`config.mk`:
```
export PLATFORM = sky130hd
export DESIGN_NAME = mac_unit
export DESIGN_NICKNAME = d
export VERILOG_FILES = /design/src/mac_pkg.sv /design/src/mac_arith.sv /design/src/mac_lane.sv /design/src/mac_unit.sv
export VERILOG_INCLUDE_DIRS = /design/src /design/src/src
export SDC_FILE = /design/constraint.sdc
export NUM_CORES = 1
export LEC_CHECK = 0
export ABC_AREA = 0
export BUFFER_PORTS_ARGS = -buffer_cell sky130_fd_sc_hd__buf_2
export CAP_MARGIN = 20
export CELL_PAD_IN_SITES_DETAIL_PLACEMENT = 2
export CELL_PAD_IN_SITES_GLOBAL_PLACEMENT = 2
export CORE_ASPECT_RATIO = 1.1
export CORE_MARGIN = 10
export CORE_UTILIZATION = 30
export DETAILED_ROUTE_END_ITERATION = 8
export GPL_TIMING_DRIVEN = 0
export HOLD_SLACK_MARGIN = 0.08
export MAX_ROUTING_LAYER = met4
export PLACE_DENSITY = 0.7
export SYNTH_ARGS = -nofsm -noshare
export SYNTH_HDL_FRONTEND = slang
export SYNTH_SLANG_ARGS = --single-unit
export TNS_END_PERCENT = 20
```
`constraint.sdc`:
```
create_clock -name core_clk -period 8.7 [get_ports core_clk]
set_clock_uncertainty 0.2 [all_clocks]
set_input_delay 0.87 -clock core_clk [delete_from_list [all_inputs] [get_ports core_clk]]
set_output_delay 0.87 -clock core_clk [all_outputs]
set_load 0.02 [all_outputs]
```
`src/mac_map.svh`:
```
// register offsets, field positions and reset values of the multiply-accumulate unit
`ifndef MAC_MAP_SVH
`define MAC_MAP_SVH

// ----------------------------------------------------------------
// register byte addresses
// ----------------------------------------------------------------
`define MAC_OFS_OP1_UMUL 16'h0130
`define MAC_OFS_OP1_SMUL 16'h0132
`define MAC_OFS_OP1_UACC 16'h0134
`define MAC_OFS_OP1_SACC 16'h0136
`define MAC_OFS_OP2 16'h0138
`define MAC_OFS_RES_LO 16'h013a
`define MAC_OFS_RES_HI 16'h013c
`define MAC_OFS_SUM_EXT 16'h013e

// ----------------------------------------------------------------
// decode fields
// ----------------------------------------------------------------
`define MAC_BLOCK_MSB 15
`define MAC_BLOCK_LSB 4
`define MAC_BLOCK_BASE 12'h013
`define MAC_MODE_MSB 2
`define MAC_MODE_LSB 1
`define MAC_LANE_BIT 0
`define MAC_OP1_SEL_BIT 3

// ----------------------------------------------------------------
// reset values
// ----------------------------------------------------------------
`define MAC_RST_WORD 16'h0000
`define MAC_RST_MODE 2'h0

`endif

```
`src/mac_pkg.sv`:
```
// types shared by the multiply-accumulate unit
package mac_pkg;

  typedef enum logic [1:0] {
    MAC_UMUL = 2'b00,
    MAC_SMUL = 2'b01,
    MAC_UACC = 2'b10,
    MAC_SACC = 2'b11
  } mac_mode_e;

  typedef struct packed {
    logic [15:0] addr;
    logic [15:0] wdata;
    logic wr;
    logic rd;
    logic byte_acc;
  } mac_req_s;

  typedef struct packed {
    logic [31:0] res;
    logic [15:0] ext;
  } mac_out_s;

endpackage

```
`src/mac_arith.sv`:
```
// product and accumulate arithmetic of the multiply-accumulate unit
`timescale 1ns/10ps
`default_nettype none

module mac_arith (
  input wire logic [15:0] op_a,
  input wire logic [15:0] op_b,
  input wire mac_pkg::mac_mode_e mode,
  input wire logic [31:0] acc,
  output mac_pkg::mac_out_s result
);

  logic [31:0] prod_u;
  logic [31:0] prod_s;
  logic [32:0] sum_u;
  logic [31:0] sum_s;

  always_comb begin
    prod_u = {16'h0000, op_a} * {16'h0000, op_b};
    // operands widened first so the low product word is formed at full width
    prod_s = $signed({{16{op_a[15]}}, op_a}) * $signed({{16{op_b[15]}}, op_b});
    sum_u = {1'b0, acc} + {1'b0, prod_u};
    // wraps silently, no overflow or underflow detection
    sum_s = acc + prod_s;
    result.res = prod_u;
    result.ext = 16'h0000;
    unique case (mode)
      mac_pkg::MAC_UMUL: begin
        result.res = prod_u;
        result.ext = 16'h0000;
      end
      mac_pkg::MAC_SMUL: begin
        result.res = prod_s;
        result.ext = {16{prod_s[31]}};
      end
      mac_pkg::MAC_UACC: begin
        result.res = sum_u[31:0];
        result.ext = {15'h0000, sum_u[32]};
      end
      mac_pkg::MAC_SACC: begin
        result.res = sum_s;
        result.ext = {16{sum_s[31]}};
      end
    endcase
  end

endmodule

`default_nettype wire

```
`src/mac_lane.sv`:
```
// byte lane merge for writes and lane select for reads
`timescale 1ns/10ps
`default_nettype none

module mac_lane (
  input wire logic [15:0] old_word,
  input wire logic [15:0] wdata,
  input wire logic byte_acc,
  input wire logic hi_lane,
  input wire logic clear_upper,
  output logic [15:0] merged,
  output logic [15:0] read_view
);

  always_comb begin
    if (!byte_acc) begin
      merged = wdata;
      read_view = old_word;
    end else if (clear_upper) begin
      // operand byte writes zero the upper byte; software sign-extends
      merged = {8'h00, wdata[7:0]};
      read_view = hi_lane ? {8'h00, old_word[15:8]} : {8'h00, old_word[7:0]};
    end else if (hi_lane) begin
      merged = {wdata[7:0], old_word[7:0]};
      read_view = {8'h00, old_word[15:8]};
    end else begin
      merged = {old_word[15:8], wdata[7:0]};
      read_view = {8'h00, old_word[7:0]};
    end
  end

endmodule

`default_nettype wire

```
`src/mac_unit.sv`:
```
// memory-mapped multiply and multiply-accumulate unit
`timescale 1ns/10ps
`default_nettype none
`include "mac_map.svh"


module mac_unit (
  input wire logic core_clk,
  input wire logic rst,
  input wire mac_pkg::mac_req_s bus_req,
  output logic [15:0] bus_rdata
);

  // ----------------------------------------------------------------
  // state
  // ----------------------------------------------------------------
  logic [15:0] op1_q;
  logic [15:0] op1_d;
  logic [15:0] op2_q;
  logic [15:0] op2_d;
  logic [15:0] res_lo_q;
  logic [15:0] res_lo_d;
  logic [15:0] res_hi_q;
  logic [15:0] res_hi_d;
  logic [15:0] sum_ext_q;
  logic [15:0] sum_ext_d;
  mac_pkg::mac_mode_e mode_q;
  mac_pkg::mac_mode_e mode_d;
  logic [15:0] rdata_q;
  logic [15:0] rdata_d;

  // ----------------------------------------------------------------
  // address decode
  // ----------------------------------------------------------------
  logic [15:0] word_addr;
  logic sel_umul;
  logic sel_smul;
  logic sel_uacc;
  logic sel_sacc;
  logic sel_op1;
  logic sel_op2;
  logic sel_lo;
  logic sel_hi;
  logic sel_ext;
  logic hi_lane;

  always_comb begin
    word_addr = {bus_req.addr[15:1], 1'b0};
    hi_lane = bus_req.addr[`MAC_LANE_BIT] & bus_req.byte_acc;
    // four aliases of the one first-operand register
    sel_umul = word_addr == `MAC_OFS_OP1_UMUL;
    sel_smul = word_addr == `MAC_OFS_OP1_SMUL;
    sel_uacc = word_addr == `MAC_OFS_OP1_UACC;
    sel_sacc = word_addr == `MAC_OFS_OP1_SACC;
    sel_op1 = sel_umul || sel_smul || sel_uacc || sel_sacc;
    sel_op2 = word_addr == `MAC_OFS_OP2;
    sel_lo = word_addr == `MAC_OFS_RES_LO;
    sel_hi = word_addr == `MAC_OFS_RES_HI;
    sel_ext = word_addr == `MAC_OFS_SUM_EXT;
  end

  // ----------------------------------------------------------------
  // byte lanes, one per register word
  // ----------------------------------------------------------------
  logic [15:0] op1_wr;
  logic [15:0] op2_wr;
  logic [15:0] lo_wr;
  logic [15:0] hi_wr;
  logic [15:0] op1_rd;
  logic [15:0] op2_rd;
  logic [15:0] lo_rd;
  logic [15:0] hi_rd;
  logic [15:0] ext_rd;

  mac_lane u_lane_op1 (
    .old_word(op1_q),
    .wdata(bus_req.wdata),
    .byte_acc(bus_req.byte_acc),
    .hi_lane(hi_lane),
    .clear_upper(1'b1),
    .merged(op1_wr),
    .read_view(op1_rd)
  );

  mac_lane u_lane_op2 (
    .old_word(op2_q),
    .wdata(bus_req.wdata),
    .byte_acc(bus_req.byte_acc),
    .hi_lane(hi_lane),
    .clear_upper(1'b1),
    .merged(op2_wr),
    .read_view(op2_rd)
  );

  mac_lane u_lane_lo (
    .old_word(res_lo_q),
    .wdata(bus_req.wdata),
    .byte_acc(bus_req.byte_acc),
    .hi_lane(hi_lane),
    .clear_upper(1'b0),
    .merged(lo_wr),
    .read_view(lo_rd)
  );

  mac_lane u_lane_hi (
    .old_word(res_hi_q),
    .wdata(bus_req.wdata),
    .byte_acc(bus_req.byte_acc),
    .hi_lane(hi_lane),
    .clear_upper(1'b0),
    .merged(hi_wr),
    .read_view(hi_rd)
  );

  mac_lane u_lane_ext (
    .old_word(sum_ext_q),
    .wdata(16'h0000),
    .byte_acc(bus_req.byte_acc),
    .hi_lane(hi_lane),
    .clear_upper(1'b0),
    .merged(),
    .read_view(ext_rd)
  );

  // ----------------------------------------------------------------
  // arithmetic
  // ----------------------------------------------------------------
  mac_pkg::mac_out_s arith;

  // the new second operand feeds the arithmetic directly, so the
  // result lands on the same edge as the write and is ready next cycle
  mac_arith u_arith (
    .op_a(op1_q),
    .op_b(op2_wr),
    .mode(mode_q),
    .acc({res_hi_q, res_lo_q}),
    .result(arith)
  );

  // ----------------------------------------------------------------
  // write and read strobes
  // ----------------------------------------------------------------
  logic wr_op1;
  logic wr_op2;
  logic wr_lo;
  logic wr_hi;
  logic rd_op1;
  logic rd_op2;
  logic rd_lo;
  logic rd_hi;
  logic rd_ext;

  always_comb begin
    wr_op1 = bus_req.wr && sel_op1;
    wr_op2 = bus_req.wr && sel_op2;
    // one address a cycle keeps a start and a restore apart; should they
    // ever meet, the start wins so a fresh result is never half overwritten
    wr_lo = bus_req.wr && sel_lo && !wr_op2;
    wr_hi = bus_req.wr && sel_hi && !wr_op2;
    // no write strobe exists for the sum extension: it is read-only
    rd_op1 = bus_req.rd && sel_op1;
    rd_op2 = bus_req.rd && sel_op2;
    rd_lo = bus_req.rd && sel_lo;
    rd_hi = bus_req.rd && sel_hi;
    rd_ext = bus_req.rd && sel_ext;
  end

  // ----------------------------------------------------------------
  // first operand group
  // ----------------------------------------------------------------
  always_comb begin
    op1_d = op1_q;
    if (wr_op1) begin
      op1_d = op1_wr;
    end
  end

  always_ff @(posedge core_clk or posedge rst) begin
    if (rst) begin
      op1_q <= `MAC_RST_WORD;
    end else begin
      op1_q <= op1_d;
    end
  end

  // ----------------------------------------------------------------
  // mode group
  // ----------------------------------------------------------------
  // only the last first-operand write counts; a routine that loads its own
  // first operand in between silently changes the mode
  always_comb begin
    mode_d = mode_q;
    if (wr_op1) begin
      // write-only copy of the mode; nothing reads it back
      mode_d = mac_pkg::mac_mode_e'(bus_req.addr[`MAC_MODE_MSB:`MAC_MODE_LSB]);
    end
  end

  always_ff @(posedge core_clk or posedge rst) begin
    if (rst) begin
      mode_q <= mac_pkg::mac_mode_e'(`MAC_RST_MODE);
    end else begin
      mode_q <= mode_d;
    end
  end

  // ----------------------------------------------------------------
  // second operand group
  // ----------------------------------------------------------------
  // the operand keeps its value after a start, so a repeated second-operand
  // write reruns the multiply with the same first operand and mode
  always_comb begin
    op2_d = op2_q;
    if (wr_op2) begin
      op2_d = op2_wr;
    end
  end

  always_ff @(posedge core_clk or posedge rst) begin
    if (rst) begin
      op2_q <= `MAC_RST_WORD;
    end else begin
      op2_q <= op2_d;
    end
  end

  // ----------------------------------------------------------------
  // result group: low word, high word, sum extension
  // ----------------------------------------------------------------
  always_comb begin
    res_lo_d = res_lo_q;
    res_hi_d = res_hi_q;
    sum_ext_d = sum_ext_q;
    if (wr_op2) begin
      // accumulate modes fold the old result in inside the arithmetic
      res_lo_d = arith.res[15:0];
      res_hi_d = arith.res[31:16];
      sum_ext_d = arith.ext;
    end
    // save and restore path for nested use
    if (wr_lo) begin
      res_lo_d = lo_wr;
    end
    if (wr_hi) begin
      res_hi_d = hi_wr;
    end
  end

  // no interrupt, flag or enable exists; the result is final in one edge
  always_ff @(posedge core_clk or posedge rst) begin
    if (rst) begin
      res_lo_q <= `MAC_RST_WORD;
      res_hi_q <= `MAC_RST_WORD;
      sum_ext_q <= `MAC_RST_WORD;
    end else begin
      res_lo_q <= res_lo_d;
      res_hi_q <= res_hi_d;
      sum_ext_q <= sum_ext_d;
    end
  end

  // ----------------------------------------------------------------
  // read group
  // ----------------------------------------------------------------
  // idle data is zero, so the unit can sit on an or-tree of read buses
  always_comb begin
    rdata_d = 16'h0000;
    if (rd_op1) begin
      rdata_d = op1_rd;
    end else if (rd_op2) begin
      rdata_d = op2_rd;
    end else if (rd_lo) begin
      rdata_d = lo_rd;
    end else if (rd_hi) begin
      rdata_d = hi_rd;
    end else if (rd_ext) begin
      rdata_d = ext_rd;
    end
  end

  always_ff @(posedge core_clk or posedge rst) begin
    if (rst) begin
      rdata_q <= `MAC_RST_WORD;
    end else begin
      rdata_q <= rdata_d;
    end
  end

  assign bus_rdata = rdata_q;

endmodule

`default_nettype wire

```
==> results.cfg <==
[placed_design]
dpl.hpwl_um = 79770
portBuffers = 47
gp_congestion = 0.9363
placed_area_um2 = 23880
placed_cells = 3587

[clock_network]
cts_tree = done
numCtsBuffers = 9
clkSinkCount = 84
cts_root_buf = clkbuf_16
path_clk_slew_ps = 80
clock_latency_ps = 390
clk_path_buf_depth = 2
h-tree-depth = 3

[min_path]
worstHoldPathType = input port to asynchronous set/reset pin

[finish]
mostFrequentLayoutCells = inv_1 (469), fa_1 (355), nand2_1 (323)
seqCellArea_um2 = 2130
final_common_cell = inv_1
final_nets = 3311
multi_input_area_um2 = 19550
syn_to_final_growth_pct = 18.64
final_cells = 3667
n_fill_cell = 8221
drive_gt1_frac = 0.1644
postLayoutCellArea_um2 = 26580

[logic_synthesis]
synth-async-reset-ratio = 1.000
synthCells = 2576
synth_area_leader_cell = fa_1
syn_area_um2 = 22410
ys_types = 85
synth_area_leaders = fa_1 (33%), ha_1 (12%), dfrtp_1 (9.4%), inv_1 (7.9%), nand2_1 (5.5%)
synth_warnings = 0
syn-num-nets = 3191
yosysTopAreaCellShare = 0.3261
synth-seq-area-share = 0.09382
synth_seq_cells = 84
synthFlopType = dfrtp_1
synth_enable_flop_cells = 0
syn_avg_cell_area_um2 = 8.698

[timing]
fmax_ghz = 0.1151
hold_viol = 0
setup_viol = 0
worst_slew_pin_slew_ps = 986.0
rsz0062_at_grt = true
min_period_ps = 8688
slew_violations = 0
fin_crit_sh = 0.9987
relSlewSlack = 0.3407

[critical_path]
r2r_start = op1_q[9]
path_delay_family = adder cells
arrival_ps = 8760
worst_r2r_endpoint = res_hi_q[9]
worst-r2r-setup-slack_ps = 40
endpoint_kind = flop
r2r_cells = 30
cp_num_buf_inv = 9
crit_path_max_incr_delay_ps = 600
crit_top_cell = fa_1
startpoint_type = input port
crit_fanout = 7
cp_slowest_cell = fa_1
crit_type = input port to flop
worstPathRequired_ps = 8770

[global_route]
grt-ovfl-total = 0
grt_usage = 0.2306
antenna_found_initial = 13
grt_max_degree = 67
grt_pass1_wl_um = 145100
grt_pass1_vias = 22860

[detailed_routing]
avgViaCountPerCell = 5.363
wl_per_cell_um = 26.53
first_pass_iters = 5
drt_wl_total_um = 97290
drc_errors = 0
drtIter0Drc = 1251
vias = 19670
drtAntennaViolNets = 0

[floorplan]
dieArea_um2 = 86030
rows = 105
core_area_um2 = 74360
die_h_um = 306.6
initial_core_util = 0.3013
die_width_um = 280.6
ios = 53

[power_and_ir_drop]
leakage_nw = 13.09
combPwrFrac = 0.224
seq_power_share = 0.362
p_sw_w = 0.0003533
ir_worst_vdd_mv = 0.1034
clkPwrFrac = 0.414
switching_share = 0.3264
intPower_w = 0.0007292
p_per_area_nw_per_um2 = 40.72

[status]
status = completed

[job]
drv_cap = 0
[stage by stage]
stage / util / worst slack [ps] / hold WS, ps / total power, W / setup TNS, ps
after floorplan: - / 56.87 / 234.1 / 0.0005016 / 0
after global placement: 0.3207 / -2341 / 254.8 / 0.0005882 / -37220
after detailed placement: 0.3211 / -2626 / 274.0 / 0.0005960 / -43690
after CTS: 0.3444 / -83.64 / 210.9 / 0.001071 / -277.5
after global routing: 0.3574 / -201.2 / 242.6 / 0.001117 / -1834
final: 0.3575 / 11.71 / 217.0 / 0.001082 / 0
[layer usage]
metal  up-vias  global-route usage  part of all wire
li1       8526                   -                 -
met1     10530              0.2775              0.41
met2       458              0.4025              0.51
met3       154             0.01788             0.034
met4         0             0.07806             0.041
met5         -                   -                 0
[flip-flops by register name, indices dropped and copies added, names as in the netlist]
signal and cells:
bus_rdata 16, op1_q 16, op2_q 16, res_hi_q 16, res_lo_q 16, mode_q 2, sum_ext_q 2
[how the worst max path moves through the flow]
stage                        to   startpoint  slack (ps)  depth (start not counted)
detailed placement  res_hi_q[8]   bus_req[0]       -2630                         31
floorplan           res_hi_q[8]   bus_req[0]          60                         30
finish              res_hi_q[9]   bus_req[8]          10                         32
global route        res_hi_q[9]   bus_req[8]        -200                         32
CTS                 res_hi_q[9]   bus_req[8]         -80                         32
global placement    res_hi_q[8]  bus_req[13]       -2340                         31
[layout make-up]
type | count | area share
inverter | 475 | 0.06736
clock inverter | 5 | 0.003201
sequential | 84 | 0.08012
buffer | 84 | 0.02664
antenna | 3 | 0.0002824
clock buffer | 11 | 0.008755
multi-input combinational | 1921 | 0.7356
timing repair buffer | 121 | 0.03276
tap | 963 | 0.04533
[cell usage after synthesis (36+ instances only)]
cell and n:
a21o_1 42, a21oi_1 132, and2_1 112, clkbuf_1 83
dfrtp_1 84, fa_1 365, ha_1 213, inv_1 474
nand2_1 331, nor2_1 85, o21ai_0 68, xnor2_1 82
xor2_1 36
[cell families (layout without fill, tap and decap cells)]
kind of cell | Yosys count | after routing | synth area share
multiplexers | 55 | 55 | 0.03261
AO/OA/AOI/OAI | 457 | 457 | 0.1337
AND/OR/NAND/NOR | 713 | 713 | 0.1514
other | 0 | 3 | 0
XOR/XNOR | 118 | 118 | 0.04613
flip-flops | 84 | 84 | 0.09382
adder cells (fa/ha/maj) | 578 | 578 | 0.4451
buffers and inverters | 571 | 696 | 0.09728
[what timing repair did]
| item | 4_1_cts | 5_1_grt |
|---|---|---|
| setup buffers | 33 | 39 |
| endpoints found under the setup margin | 22 | 19 |
| pin swaps | 38 | 78 |
| cloned | 1 | 0 |
| hold buffers | 0 | 0 |
| gates resized for setup | 277 | 156 |
[power by group through the flow]
stage | sequential (W) | combinational [W] | clock, W
6_report | 0.000392 | 0.000242 | 0.000448
5_1_grt | 0.000392 | 0.000257 | 0.000468
4_1_cts | 0.000392 | 0.000228 | 0.000451
3_5_place_dp | 0.000399 | 0.000197 | 0
3_3_place_gp | 0.000399 | 0.000189 | 0
2_1_floorplan | 0.000399 | 0.000103 | 0
No activity file was read; power rests on OpenSTA's default activity.
